**src/scbc_cfg.svh**
```systemverilog
// Constants of the serial clock select and baud generator block.
// Assumes inclusion by bare name from the package, the checker and the testbench.
`ifndef SCBC_CFG_SVH
`define SCBC_CFG_SVH

// Register indices on the three-bit register port.
`define SCBC_OFF_CLK_MODE     3'h0
`define SCBC_OFF_TC_LOW       3'h1
`define SCBC_OFF_TC_HIGH      3'h2
`define SCBC_OFF_MISC         3'h3
`define SCBC_OFF_STATUS       3'h4

// Clock mode control fields.
`define SCBC_CM_CRYSTAL_OSCILLATOR_BIT      7
`define SCBC_CM_RX_HI         6
`define SCBC_CM_RX_LO         5
`define SCBC_CM_TX_HI         4
`define SCBC_CM_TX_LO         3
`define SCBC_CM_DIR_BIT       2
`define SCBC_CM_OUT_HI        1
`define SCBC_CM_OUT_LO        0

// Miscellaneous control fields kept by this block.
`define SCBC_MISC_SRC_BIT     1
`define SCBC_MISC_EN_BIT      0
`define SCBC_MISC_MASK        8'h03

// Clock select codes shared by receive and transmit, then the pin output source codes.
`define SCBC_SEL_PRIMARY      2'h0
`define SCBC_SEL_BIDIR        2'h1
`define SCBC_SEL_BAUD         2'h2
`define SCBC_SEL_RECOVERED    2'h3
`define SCBC_OUT_OSC          2'h0
`define SCBC_OUT_TXCLK        2'h1
`define SCBC_OUT_BAUD         2'h2
`define SCBC_OUT_RECOVERED    2'h3

// Reset values.
`define SCBC_RST_CLK_MODE     8'h28
`define SCBC_RST_TC_LOW       8'h00
`define SCBC_RST_TC_HIGH      8'h00
`define SCBC_RST_MISC         8'h00

// Timing.
`define SCBC_CLK_HZ           10000000
`define SCBC_OSC_SETTLE_MS    20
`define SCBC_OSC_SETTLE_CYC   ((`SCBC_OSC_SETTLE_MS * `SCBC_CLK_HZ + 999) / 1000)
`define SCBC_EN_SYNC_COUNTS   2

`endif

```
**src/scbc_pkg.sv**
```systemverilog
// Types of the serial clock select and baud generator block.
// Assumes the constants header is on the include path.
package scbc_pkg;
`include "scbc_cfg.svh"

    typedef logic [1:0] scbc_sel_t;

    typedef enum logic [1:0]
    {
        SCBC_BG_COUNT  = 2'b01,
        SCBC_BG_RELOAD = 2'b10
    } scbc_bg_e;

endpackage : scbc_pkg

```
**src/scbc_clock_ctrl.sv**
```systemverilog
// Clock mode control, clock source multiplexers, bidirectional clock pin
// control and baud generator of one serial channel.
// Assumes pin inputs are asynchronous to core_clk and that the register
// port master is synchronous to core_clk.
//
// Summary of operation
// - Oscillator bit 0 means logic-level clock pin; 1 enables crystal amplifier.
// - In crystal mode internal sync is 0 and oscillator is a clock source.
// - Reset clears the oscillator bit: logic-level input, amplifier off.
// - Receive select: clock pin, bidirectional pin, baud generator, recovered clock.
// - Reset makes the receive clock come from the bidirectional pin.
// - Transmit select: clock pin, bidirectional pin, baud generator, recovered clock.
// - Transmit recovered clock is the 90 degree lagged version.
// - Reset makes the transmit clock come from the bidirectional pin.
// - Direction bit 1 drives bidirectional pin from output source; 0 is input.
// - Pin stays input whenever receive or transmit clock selects it.
// - Reset clears the direction bit, pin becomes input.
// - Output source: oscillator, transmit clock, baud generator, recovered clock.
// - Oscillator chosen for output without crystal mode drives pin high.
// - Recovered clock output on the pin is the receiver version.
// - Reset selects the oscillator as output source.
// - Time constant writes accepted anytime, applied at next counter reload.
// - Counter counts down to zero, one reload cycle, toggles output.
// - Time constant is a separately written low byte and high byte.
// - Enable acts after two counts; disable stops counting at once.
// - Source bit 1 is processor clock, 0 clock pin or oscillator.
`timescale 1ns/1ps

module scbc_clock_ctrl
    import scbc_pkg::*;
#(
    parameter int OSC_SETTLE_CYCLES = `SCBC_OSC_SETTLE_CYC
)
(
    // Clock and reset.
    input  wire logic       core_clk,
    input  wire logic       srst,
    // Register port.
    input  wire logic [2:0] regAddr,
    input  wire logic [7:0] regWrData,
    input  wire logic       regWrEn,
    input  wire logic       regRdEn,
    output logic      [7:0] regRdData,
    // Clock and sync pins.
    input  wire logic       primaryClockPin,
    input  wire logic       syncPin,
    input  wire logic       crystalOscIn,
    input  wire logic       bidirClockPinIn,
    output logic            bidirClockPinOut,
    output logic            bidirClockPinOeN,
    output logic            crystalAmpEn,
    // Recovered clock circuit outputs.
    input  wire logic       recClkRx,
    input  wire logic       recClkTx,
    // Internal clocks towards the channel.
    output logic            rxClk,
    output logic            txClk,
    output logic            baudOut,
    output logic            syncInternal
);

    // The settle counter is 18 bits wide, so larger counts cannot be served.
    if (OSC_SETTLE_CYCLES < 1 || OSC_SETTLE_CYCLES > 262143)
    begin : g_bad_settle
        $error("OSC_SETTLE_CYCLES must lie in 1 to 262143.");
    end

    localparam int NSYNC = 6;

    // Registers.
    logic [7:0]  clkMode_r;
    logic [7:0]  tcLow_r;
    logic [7:0]  tcHigh_r;
    logic [7:0]  misc_r;
    logic [7:0]  rdData_r;

    // Synchronisers.
    logic [NSYNC-1:0] syncA_r;
    logic [NSYNC-1:0] syncB_r;

    // Baud generator state.
    scbc_bg_e    bgState_r;
    logic [15:0] bgCount_r;
    logic        bgToggle_r;
    logic [1:0]  bgEnPipe_r;
    logic        bgSrcPrev_r;

    // Oscillator settle counter.
    logic [17:0] settleCnt_r;
    logic        oscStable_r;

    // Output flip-flops.
    logic        rxClk_r;
    logic        txClk_r;
    logic        pinOut_r;
    logic        pinOeN_r;
    logic        ampEn_r;
    logic        syncInt_r;

    // Decoded fields.
    wire logic        xtalMode  = clkMode_r[`SCBC_CM_CRYSTAL_OSCILLATOR_BIT];
    wire scbc_sel_t   rxSel     = clkMode_r[`SCBC_CM_RX_HI:`SCBC_CM_RX_LO];
    wire scbc_sel_t   txSel     = clkMode_r[`SCBC_CM_TX_HI:`SCBC_CM_TX_LO];
    wire logic        dirBit    = clkMode_r[`SCBC_CM_DIR_BIT];
    wire scbc_sel_t   outSel    = clkMode_r[`SCBC_CM_OUT_HI:`SCBC_CM_OUT_LO];
    wire logic        bgSrcPclk = misc_r[`SCBC_MISC_SRC_BIT];
    wire logic        bgEnable  = misc_r[`SCBC_MISC_EN_BIT];
    wire logic [15:0] timeConst = {tcHigh_r, tcLow_r};

    // Synchronised pin levels.
    wire logic primSync  = syncB_r[0];
    wire logic sypSync   = syncB_r[1];
    wire logic oscSync   = syncB_r[2];
    wire logic bidirSync = syncB_r[3];
    wire logic recRxSync = syncB_r[4];
    wire logic recTxSync = syncB_r[5];

    // Register port decode.
    wire logic selClkMode = (regAddr == `SCBC_OFF_CLK_MODE);
    wire logic selTcLow   = (regAddr == `SCBC_OFF_TC_LOW);
    wire logic selTcHigh  = (regAddr == `SCBC_OFF_TC_HIGH);
    wire logic selMisc    = (regAddr == `SCBC_OFF_MISC);
    wire logic selStatus  = (regAddr == `SCBC_OFF_STATUS);

    wire logic wrClkMode = regWrEn && selClkMode;
    wire logic wrTcLow   = regWrEn && selTcLow;
    wire logic wrTcHigh  = regWrEn && selTcHigh;
    wire logic wrMisc    = regWrEn && selMisc;

    wire logic [7:0] statusWord =
        {3'h0, bgEnPipe_r[1], oscStable_r, xtalMode, ~pinOeN_r, bgToggle_r};

    logic [7:0] rdMux;
    always_comb
    begin
        rdMux = 8'h00;
        if (selClkMode)
        begin
            rdMux = clkMode_r;
        end
        else if (selTcLow)
        begin
            rdMux = tcLow_r;
        end
        else if (selTcHigh)
        begin
            rdMux = tcHigh_r;
        end
        else if (selMisc)
        begin
            rdMux = misc_r & `SCBC_MISC_MASK;
        end
        else if (selStatus)
        begin
            rdMux = statusWord;
        end
    end

    wire logic [7:0] rdData_nxt = regRdEn ? rdMux : 8'h00;

    // The clock pin carries the oscillator when the crystal is in use.
    wire logic primSource = xtalMode ? oscSync : primSync;

    // Baud generator source and tick.
    wire logic bgSrcLvl = primSource;
    wire logic bgTick   = bgSrcPclk ? 1'b1 : (bgSrcLvl && !bgSrcPrev_r);
    // Gating with the enable itself stops the count in the same cycle as the clear.
    wire logic bgRun    = bgTick && bgEnPipe_r[1] && bgEnable;

    // Enable passes two source counts before the counter runs.
    wire logic [1:0] bgEnPipe_nxt =
        !bgEnable ? 2'b00 :
        bgTick    ? {bgEnPipe_r[0], 1'b1} : bgEnPipe_r;

    // Counting down, then one reload cycle that takes the new constant.
    logic        bgToggle_nxt;
    logic [15:0] bgCount_nxt;
    scbc_bg_e    bgState_nxt;
    always_comb
    begin
        bgToggle_nxt = bgToggle_r;
        bgCount_nxt  = bgCount_r;
        bgState_nxt  = bgState_r;
        if (bgRun)
        begin
            case (bgState_r)
                SCBC_BG_COUNT:
                begin
                    if (bgCount_r == 16'h0000)
                    begin
                        bgState_nxt = SCBC_BG_RELOAD;
                    end
                    else
                    begin
                        bgCount_nxt = bgCount_r - 16'h0001;
                    end
                end
                SCBC_BG_RELOAD:
                begin
                    bgCount_nxt  = timeConst;
                    bgToggle_nxt = ~bgToggle_r;
                    bgState_nxt  = SCBC_BG_COUNT;
                end
                default:
                begin
                    bgState_nxt = SCBC_BG_COUNT;
                end
            endcase
        end
    end

    // Receive and transmit clock multiplexers.
    logic rxClk_nxt;
    logic txClk_nxt;
    always_comb
    begin
        case (rxSel)
            `SCBC_SEL_PRIMARY:   rxClk_nxt = primSource;
            `SCBC_SEL_BIDIR:     rxClk_nxt = bidirSync;
            `SCBC_SEL_BAUD:      rxClk_nxt = bgToggle_r;
            default:             rxClk_nxt = recRxSync;
        endcase
        case (txSel)
            `SCBC_SEL_PRIMARY:   txClk_nxt = primSource;
            `SCBC_SEL_BIDIR:     txClk_nxt = bidirSync;
            `SCBC_SEL_BAUD:      txClk_nxt = bgToggle_r;
            default:             txClk_nxt = recTxSync;
        endcase
    end

    // Bidirectional pin direction and output source.
    wire logic pinTaken  = (rxSel == `SCBC_SEL_BIDIR) || (txSel == `SCBC_SEL_BIDIR);
    wire logic pinDrive  = dirBit && !pinTaken;

    logic pinOut_nxt;
    always_comb
    begin
        case (outSel)
            `SCBC_OUT_OSC:       pinOut_nxt = xtalMode ? oscSync : 1'b1;
            `SCBC_OUT_TXCLK:     pinOut_nxt = txClk_r;
            `SCBC_OUT_BAUD:      pinOut_nxt = bgToggle_r;
            default:             pinOut_nxt = recRxSync;
        endcase
    end

    // Oscillator settle counter, restarted whenever crystal mode is off.
    wire logic settleDone = (settleCnt_r == 18'(OSC_SETTLE_CYCLES - 1));
    wire logic [17:0] settleCnt_nxt =
        !xtalMode  ? 18'h00000 :
        settleDone ? settleCnt_r : settleCnt_r + 18'h00001;
    wire logic oscStable_nxt = xtalMode && (settleDone || oscStable_r);

    // Synchronisers for every pin input.
    always_ff @(posedge core_clk)
    begin
        if (srst)
        begin
            syncA_r <= '0;
            syncB_r <= '0;
        end
        else
        begin
            syncA_r <= {recClkTx, recClkRx, bidirClockPinIn,
                        crystalOscIn, syncPin, primaryClockPin};
            syncB_r <= syncA_r;
        end
    end

    // Register file.
    always_ff @(posedge core_clk)
    begin
        if (srst)
        begin
            clkMode_r <= `SCBC_RST_CLK_MODE;
            tcLow_r   <= `SCBC_RST_TC_LOW;
            tcHigh_r  <= `SCBC_RST_TC_HIGH;
            misc_r    <= `SCBC_RST_MISC;
            rdData_r  <= 8'h00;
        end
        else
        begin
            if (wrClkMode)
            begin
                clkMode_r <= regWrData;
            end
            if (wrTcLow)
            begin
                tcLow_r <= regWrData;
            end
            if (wrTcHigh)
            begin
                tcHigh_r <= regWrData;
            end
            if (wrMisc)
            begin
                misc_r <= regWrData & `SCBC_MISC_MASK;
            end
            rdData_r <= rdData_nxt;
        end
    end

    // Baud generator.
    always_ff @(posedge core_clk)
    begin
        if (srst)
        begin
            bgState_r   <= SCBC_BG_COUNT;
            bgCount_r   <= 16'h0000;
            bgToggle_r  <= 1'b0;
            bgEnPipe_r  <= 2'b00;
            bgSrcPrev_r <= 1'b0;
        end
        else
        begin
            bgState_r   <= bgState_nxt;
            bgCount_r   <= bgCount_nxt;
            bgToggle_r  <= bgToggle_nxt;
            bgEnPipe_r  <= bgEnPipe_nxt;
            bgSrcPrev_r <= bgSrcLvl;
        end
    end

    // Settle counter.
    always_ff @(posedge core_clk)
    begin
        if (srst)
        begin
            settleCnt_r <= 18'h00000;
            oscStable_r <= 1'b0;
        end
        else
        begin
            settleCnt_r <= settleCnt_nxt;
            oscStable_r <= oscStable_nxt;
        end
    end

    // Output flip-flops.
    always_ff @(posedge core_clk)
    begin
        if (srst)
        begin
            rxClk_r   <= 1'b0;
            txClk_r   <= 1'b0;
            pinOut_r  <= 1'b0;
            pinOeN_r  <= 1'b1;
            ampEn_r   <= 1'b0;
            syncInt_r <= 1'b0;
        end
        else
        begin
            rxClk_r   <= rxClk_nxt;
            txClk_r   <= txClk_nxt;
            pinOut_r  <= pinDrive ? pinOut_nxt : 1'b0;
            pinOeN_r  <= ~pinDrive;
            ampEn_r   <= xtalMode;
            syncInt_r <= xtalMode ? 1'b0 : sypSync;
        end
    end

    assign regRdData        = rdData_r;
    assign rxClk            = rxClk_r;
    assign txClk            = txClk_r;
    assign baudOut          = bgToggle_r;
    assign bidirClockPinOut = pinOut_r;
    assign bidirClockPinOeN = pinOeN_r;
    assign crystalAmpEn     = ampEn_r;
    assign syncInternal     = syncInt_r;

endmodule : scbc_clock_ctrl

```
**config.mk**
```make
export PLATFORM = sky130hd
export DESIGN_NAME = scbc_clock_ctrl
export DESIGN_NICKNAME = d
export VERILOG_FILES = /design/src/scbc_pkg.sv /design/src/scbc_clock_ctrl.sv
export VERILOG_INCLUDE_DIRS = /design/src
export SDC_FILE = /design/constraint.sdc
export NUM_CORES = 1
export LEC_CHECK = 0
export BUFFER_PORTS_ARGS = -buffer_cell sky130_fd_sc_hd__buf_2
export CAP_MARGIN = 10
export CORE_MARGIN = 3
export CORE_UTILIZATION = 59
export DETAILED_ROUTE_END_ITERATION = 10
export MAX_ROUTING_LAYER = met4
export PLACE_DENSITY_LB_ADDON = 0.1
export SLEW_MARGIN = 20
export SYNTH_ARGS = -nofsm -noshare
export SYNTH_HDL_FRONTEND = slang
export SYNTH_SLANG_ARGS = --single-unit
```
**constraint.sdc**
```tcl
create_clock -name core_clk -period 3.25 [get_ports core_clk]
set_clock_uncertainty 0.15 [all_clocks]
set_input_delay 0.325 -clock core_clk [delete_from_list [all_inputs] [get_ports core_clk]]
set_output_delay 0.325 -clock core_clk [all_outputs]
set_load 0.02 [all_outputs]
```
* After elaboration in Yosys (flattened, before gate mapping) *
Index checks and enable logic that the tools add are counted.

storage, ports and cells
  register bits after elaboration = 93
  output and inout port bits = 15
  logic and storage cells = 85

operators by class
  add/subtract/negate cells = 2
  eq/ne operators = 15
  mux-type cells = 15
  bitwise gates (word level) = 6
  reductions and logical operators = 27

operators with widths
  kind                                                                   number
  16-bit case mux with 2 select lines                                    1
  8-bit two-way mux                                                      3
  18-bit by 1-bit adder with 18-bit output (second input constant)       1
  18-bit == test (second input constant)                                 1
  16-bit logical NOT                                                     1
  16-bit two-way mux                                                     1
  16-bit by 1-bit subtractor with 16-bit output (second input constant)  1
  5-bit two-way mux                                                      2
  2-bit OR reduction                                                     5
  1-bit logical AND                                                      9
  1-bit case mux with 3 select lines                                     3
  2-bit by 1-bit == test with 1-bit output (second input constant)       4
  2-bit == test (second input constant)                                  4
  3-bit by 2-bit == test with 1-bit output (second input constant)       2
  2-bit logical NOT                                                      3
  1-bit NOT                                                              6
  2-bit two-way mux                                                      2
  2-bit inequality test (second input constant)                          2
  2-bit AND reduction                                                    2
  3-bit by 1-bit == test with 1-bit output (second input constant)       1
  3-bit == test (second input constant)                                  1
  3-bit logical NOT                                                      1
  1-bit two-way mux                                                      3
  3-bit AND reduction                                                    1
  other kinds (3)                                                        5

* Logic depth before layout (Yosys ltp) *
Gate-level depths: netlist of run 1.

  word-level depth = 6
  gate-level depth with buffers = 9
  gate-level depth less buffers = 7

* Least setup slack after synthesis of run 1 *
OpenSTA, ideal clock, no wires.

  path kind = reg-to-reg
  from = register bgCount_r[0]
  to = register bgCount_r[6]
  setup time = 0.115 ns
  data arrival time = 1.977 ns
  required time = 2.985 ns
  slack = 1.008 ns
  stages on the path, launching flop included = 10
  cells stage by stage = dfxtp_1 > inv_1 > ha_1 > or3b_2 > clkbuf_1 > nor3_2 > a221o_2 > buf_6 > a21oi_1 > o21a_1

between the ends
  cells in the longest elaborated chain, start to end = 3
  elaborated cells between the ends (all ways) = 6
  classes of those cells = add/sub: 1; eq/ne: 1; mux: 2; reduce/logical: 2

ends and longest elaborated chain
  item                                                                                        RTL line                                        RTL
  from (decl)                                                                                 scbc_clock_ctrl.sv:83                           logic [15:0] bgCount_r;
  from (signal assigned)                                                                      scbc_clock_ctrl.sv:316                          bgCount_r <= bgCount_nxt;
  16-bit by 1-bit subtractor with 16-bit output / 16-bit logical NOT (equally long branches)  scbc_clock_ctrl.sv:195, scbc_clock_ctrl.sv:189
  16-bit two-way mux / 2-bit inequality test (equally long branches)                          --
  16-bit case mux with 2 select lines / 3-bit AND reduction (equally long branches)           --

Parallel ways exist; a longest one is shown, timed or not. The select of a mux whose other input is x is not followed.
A chain may end at the register's enable or synchronous reset.

* Final worst setup path of run 1 *
  from = register bgCount_r[0]
  to = register bgCount_r[0]

Same word-level chain as after synthesis.

==> results.py, run 1 <==
metrics = {
    "run_status": {
        "outcome": "finished clean",
    },
    "cts": {
        "cts_made_buffers": 9,
        "cts_buffer_depth": 2,
        "post_cts_buffers": 0,
        "clock_sinks": 93,
        "clk_latency_ns": 0.36,
        "cts_tree": "done",
        "clock-root-buffer": "clkbuf_8",
        "ctsHoldBuffers": 0,
        "clk_pin_slew_ns": 0.09,
        "cts.repair.resized": 0,
        "htreeDepth": 3,
    },
    "critical_path": {
        "end_kind": "flip-flop",
        "cp.required_ns": 3.37,
        "cp_max_fo": 15,
        "cp-start-kind": "flip-flop",
        "worstPathArrival_ns": 2.75,
        "crit_slowest_cell": "a221oi_2",
        "max_stage_delay_ns": 0.83,
        "crit_path_cell_trace": "inv_1 -> ha_1 -> or3b_2 -> nor3_2 -> a221oi_2 -> o21ai_0 -> a221oi_1",
        "crit_type": "reg -> reg",
        "crit_family": "compound AO/OA/AOI/OAI gates",
        "path_buf_inv": 1,
    },
    "placement": {
        "routabilityCongestion": 0.921,
        "dp_hpwl_mm": 6.54,
        "port_buffers": 35,
        "placed_area_sq_um": 4270,
    },
    "logic_synthesis": {
        "netlist_instances": 473,
        "yosysUniqueCellTypes": 59,
        "synth_top_family_by_area": "simple AND/OR/NAND/NOR gates",
        "syn_area_sq_um": 4080,
        "yosysSeqAreaShare_pct": 45.6,
        "yosysTopAreaCell": "dfxtp_1",
        "ys_async_sr_fraction_pct": 0,
        "synth_ff_type": "dfxtp_1",
        "synth_top_area_share_pct": 45.6,
        "synth_xor_area_share_pct": 3.22,
        "synth_mux_area_share_pct": 6.99,
        "synth_compound_area_share_pct": 17.0,
        "synth_edf_count": 0,
        "synthesis.nets": 496,
        "yosys_warnings": 0,
        "yosys.area_share.simple_pct": 22.4,
        "synth_area_leaders": "dfxtp_1, a21oi_1, nand2_1",
        "yosys.area_share.adder_pct": 0.613,
        "synth.avg_cell_area_sq_um": 8.63,
        "ys_seq_elements": 93,
    },
    "sta": {
        "setup_tns_ns": 0,
        "finalSetupViolations": 0,
        "hold_viol": 0,
        "period_minus_slack_ns": 2.63,
        "fin_crit_sh_pct": 80.8,
        "slew_headroom_pct": 31.2,
        "rsz0062_at_grt": "no",
        "fmax_mhz": 381,
        "finalMaxSlewViolations": 0,
        "tightest_slew_ns": 1.03,
    },
    "floorplan": {
        "die_area_sq_um": 7960,
        "coreArea_sq_um": 6530,
        "num_rows": 29,
        "dieWidth_microns": 89.2,
        "initial_core_util_pct": 62.5,
        "ios": 36,
        "die-height_microns": 89.2,
    },
    "worst_hold_path": {
        "hold_path_class": "in -> reg",
    },
    "cells_and_area": {
        "nNetsFinal": 518,
        "syn2layout_area_growth_pct": 9.83,
        "drive_gt1_share_pct": 15.2,
        "antennaDiodeCount": 0,
        "stdcell_area_sq_um": 4490,
    },
    "pwr": {
        "power_mw": 2.11,
        "p_leak_nw": 1.74,
        "ir_worst_vdd_mv": 0.358,
        "power_density_nw_per_um2": 469,
    },
    "detailed_routing": {
        "via_count": 3473,
        "drt_iter0_markers": 296,
        "drt-total-wl_mm": 9.45,
        "ant_nets": 0,
        "dr.pass1.iters": 5,
        "drcViolationCount": 0,
        "via_per_inst": 6.02,
        "drt-wirelength-per-cell_microns": 16.4,
    },
    "global_route": {
        "grt_pass1_vias": 3167,
        "grt_util_all_layers_pct": 25.6,
        "antenna_found_initial": 0,
        "grt_max_degree": 56,
        "grt_pass1_wl_mm": 15.2,
        "grt_overflow": 0,
    },
    "job": {
        "drv_cap": 0,
    },
}
-- cell type report --
class	instances	area, sq um
fillers	541	2050
clock inverters	7	96.3
inverters	13	48.8
multi-input cells	339	2050
repair buffers	39	205
well taps	77	96.3
flip-flops and latches	93	1860
clock buffers	9	124
-- registers in the layout (all words and copies together) (netlist names), 2 cells and up --
name	count
settleCnt_r	18
bgCount_r	16
clkMode_r	8
regRdData	8
tcHigh_r	8
tcLow_r	8
syncA_r	6
syncB_r	6
bgEnPipe_r	2
bgState_r	2
misc_r	2
-- worst paths after layout --
kind                                       from      endpoint  slack (ns)  cells after the start
worst max-delay path               bgCount_r[0]  bgCount_r[0]        0.62                      7
worst min-delay path            bidirClockPinIn    syncA_r[3]        0.02                      2
worst max register to register     bgCount_r[0]  bgCount_r[0]        0.62                      7
worst min register to register       syncA_r[0]    syncB_r[0]        0.30                      1
-- report_power, final --
group          total [mW]  switching (mW)  internal [mW]
clock network       0.843           0.406          0.437
logic              0.0963          0.0604         0.0358
registers            1.17          0.0107           1.16
total                2.11           0.477           1.63
-- through the flow --
step / hold slack [ns] / cells / utilization [%] / worst slack [ns]
2_1_floorplan: 0.264 / 473 / - / 1.01
3_3_place_gp: 0.270 / 561 / 65.3 / 0.741
3_5_place_dp: 0.281 / 561 / 65.3 / 0.661
4_1_cts: 0.00618 / 577 / 68.7 / 0.657
5_1_grt: 0.000749 / 577 / 68.7 / 0.499
6_report: 0.0151 / 577 / 68.7 / 0.622
-- Yosys cell counts (all sizes together), types with 2 or more instances --
cell	n
o21ai	21
nand2	66
buf	6
o2111ai	3
mux2	6
nand3	4
and2	4
nand4b	2
a221oi	3
inv	13
nor2b	17
or3	5
a31o	2
and3	9
o21a	2
nor3	13
ha	2
a2111oi	4
a21oi	52
or4	3
o32ai	2
xnor2	3
a211oi	3
nor4	3
o211ai	3
clkbuf	22
a22o	3
o31ai	2
mux4	3
nand2b	3
dfxtp	93
xor2	12
nor2	47
nand4	4
a21o	2
mux2i	15
-- worst reg2reg max path: cells and delay by family, from the launching register on --
family | cells | cell delay [ns]
AND/OR/NAND/NOR | 2 | 0.37
buffers and inverters | 1 | 0.08
AO/OA/AOI/OAI | 3 | 1.36
adder cells (fa/ha/maj) | 1 | 0.22
flip-flops | 1 | 0.35
-- cells by family (layout without fill, tap and decap cells) --
logic type,after synthesis,after routing
AO/OA/AOI/OAI,110,110
XOR/XNOR,15,15
adder cells (fa/ha/maj),2,2
buffers and inverters,41,68
flip-flops,93,93
multiplexers,24,24
AND/OR/NAND/NOR,188,188
-- cells in the final DEF, fill, tap and decap left out, drive strengths merged, types with 4 or more instances in the layout --
cell type,count
a2111oi,4
a21oi,52
and2,4
and3,9
buf,39
clkbuf,9
dfxtp,93
inv,15
mux2,6
mux2i,15
nand2,66
nand3,4
nand4,4
nor2,47
nor2b,17
nor3,13
o21ai,21
or3,5
xor2,12
-- per-layer routing --
metal	wire (microns)	vias up	track usage, %
met4	261	0	9.61
met1	4090	1626	32.1
met2	4520	123	40.1
met5	0	-	-
met3	570	28	6.08
li1	-	1696	-
(Power assumes the default switching activity.)
==> run 2, diff against run 1 <==
- ABC_AREA: unset -> 1
- CORE_UTILIZATION: 59 -> 54
- clock period: 3.25 -> 2.32 ns (I/O delays scaled with it)
==> results.py, run 2 <==
metrics = {
    "run_status": {
        "outcome": "finished clean",
    },
    "placement": {
        "placedCellCount": 772,
        "dp_hpwl_mm": 7.63,
        "routabilityCongestion": 0.909,
        "dp_worst_setup_slack_ns": 0.457,
        "placed_area_sq_um": 4590,
        "port_buffers": 35,
    },
    "sta": {
        "tightest_slew_ns": 0.449,
        "fin_crit_sh_pct": 80.6,
        "finalSetupViolations": 0,
        "hold_viol": 0,
        "finalMaxSlewViolations": 0,
        "rsz0062_at_grt": "no",
        "fmax_mhz": 535,
        "period_minus_slack_ns": 1.87,
        "worst_slack_ns": 0.451,
        "setup_tns_ns": 0,
        "whs_ns": 0.0185,
        "slew_headroom_pct": 69.9,
    },
    "critical_path": {
        "crit_slowest_cell": "dfxtp_1",
        "startpoint": "clkMode_r[7]",
        "cp_max_fo": 30,
        "crit_path_cell_trace": "inv_2 -> nand2_4 -> nand3b_4 -> a21oi_4 -> nand3_4 -> a21oi_1 -> nor2_1",
        "cp-start-kind": "flip-flop",
        "r2r-start": "clkMode_r[7]",
        "cp.required_ns": 2.43,
        "max_stage_delay_ns": 0.42,
        "crit_type": "reg -> reg",
        "worstPathArrival_ns": 1.98,
        "end_kind": "flip-flop",
    },
    "logic_synthesis": {
        "yosysTopAreaCell": "dfxtp_1",
        "synth_ff_type": "dfxtp_1",
        "synth_mux_area_share_pct": 0,
        "yosys_warnings": 0,
        "syn_area_sq_um": 4340,
        "yosys-top-cells-count": "nand2_1, nor2_1, dfxtp_1",
        "yosys.area_share.adder_pct": 0.576,
        "netlist_instances": 646,
        "synth_top_area_share_pct": 42.9,
        "yosysMostFrequentCell": "nand2_1",
        "synth_top_family_by_area": "simple AND/OR/NAND/NOR gates",
        "synth_compound_area_share_pct": 14.4,
        "yosys.area_share.simple_pct": 30.8,
        "synth.avg_cell_area_sq_um": 6.72,
        "synth_xor_area_share_pct": 1.21,
        "ys_seq_elements": 93,
        "ys_async_sr_fraction_pct": 0,
        "synthesis.nets": 669,
        "synth_area_leaders": "dfxtp_1, nand2_1, nor2_1",
        "synth_edf_count": 0,
        "yosysUniqueCellTypes": 36,
        "yosysSeqAreaShare_pct": 42.9,
    },
    "global_route": {
        "grt_pass1_vias": 3700,
        "grt_pass1_wl_mm": 17.2,
        "antenna_found_initial": 0,
        "grt_util_all_layers_pct": 24.7,
        "grt_max_degree": 42,
        "grt_overflow": 0,
    },
    "pwr": {
        "p_leak_nw": 2.19,
        "ir_worst_vdd_mv": 0.495,
        "power_density_nw_per_um2": 595,
        "power_mw": 2.92,
    },
    "floorplan": {
        "die_area_sq_um": 9150,
        "die-height_microns": 95.7,
        "ios": 36,
        "initial_core_util_pct": 55.9,
        "dieWidth_microns": 95.7,
        "coreArea_sq_um": 7770,
        "num_rows": 32,
    },
    "cells_and_area": {
        "multi_input_area_sq_um": 2040,
        "reg.largest.list": "settleCnt_r (18), bgCount_r (16)",
        "max_flop_register": "settleCnt_r",
        "syn2layout_area_growth_pct": 12.8,
        "finish.utilization_pct": 63.0,
        "largest_register_ffs": 18,
        "drive_gt1_share_pct": 9.91,
        "instances_no_fill": 798,
        "final_common_cell": "nand2_1",
        "stdcell_area_sq_um": 4900,
        "antennaDiodeCount": 0,
        "fillers": 726,
        "final_cell_mix": "nand2_1, nor2_1, dfxtp_1, inv_1, a21oi_1",
        "seq_area_sq_um": 1860,
        "nNetsFinal": 714,
    },
    "detailed_routing": {
        "ant_nets": 0,
        "drt_iter0_markers": 314,
        "drcViolationCount": 0,
        "via_count": 4149,
        "drt-wirelength-per-cell_microns": 12.9,
        "via_per_inst": 5.20,
        "drt-total-wl_mm": 10.3,
        "dr.pass1.iters": 5,
    },
    "cts": {
        "htreeDepth": 3,
        "clock-root-buffer": "clkbuf_8",
        "cts_buffer_depth": 2,
        "clock_sinks": 93,
        "clk_pin_slew_ns": 0.10,
        "cts_tree": "done",
        "cts.repair.resized": 0,
        "cts_made_buffers": 9,
        "clk_latency_ns": 0.36,
    },
    "job": {
        "drv_cap": 0,
    },
    "worst_hold_path": {
        "holdCritStartpoint": "regWrData[7]",
        "hold_path_class": "in -> reg",
    },
}
-- run 2: worst paths after layout --
| kind | endpoint | slack (ns) | cells after the start |
|---|---|---|---|
| setup / recovery | bgCount_r[10] | 0.45 | 7 |
| hold / removal | tcHigh_r[7] | 0.02 | 3 |
| hold reg to reg | syncB_r[5] | 0.26 | 2 |
| setup reg to reg | bgCount_r[10] | 0.45 | 7 |
-- run 2: power breakdown --
group	leakage, nW	switching, mW	internal, mW
clock	0.0929	0.609	0.510
sequential	0.754	0.0151	1.63
combinational	1.35	0.0985	0.0574
-- run 2: layout make-up --
class | count | share of cell area (%)
multi-input cells | 443 | 41.6
flip-flops and latches | 93 | 38.0
inverters | 94 | 7.20
repair buffers | 50 | 6.39
well taps | 102 | 2.61
clock buffers | 9 | 2.53
clock inverters | 7 | 1.61
-- run 2: worst max-delay path: cells and delay by family (launching register included) --
| kind | cells | cell delay (ns) |
|---|---|---|
| flip-flops | 1 | 0.42 |
| AND/OR/NAND/NOR | 4 | 0.57 |
| buffers and inverters | 1 | 0.11 |
| AO/OA/AOI/OAI | 2 | 0.51 |
-- run 2: metal layers --
metal	global-route usage (%)	routed length [microns]	up-vias
li1	-	-	2140
met5	-	0	-
met1	32.8	4810	1881
met2	38.9	4790	115
met4	6.52	123	0
met3	4.50	604	13
-- run 2: repair_timing --
item	CTS	global route
setup endpoints to repair	0	0
hold buffers	10	0
buffers inserted	0	0
hold endpoints to repair	10	0
-- run 2: cell families (layout without fill, tap and decap cells) --
logic type,Yosys count,after routing
buf+inv,110,160
xor+xnor,6,6
fa+ha+maj,2,2
compound gates,115,115
flops,93,93
simple gates,320,320
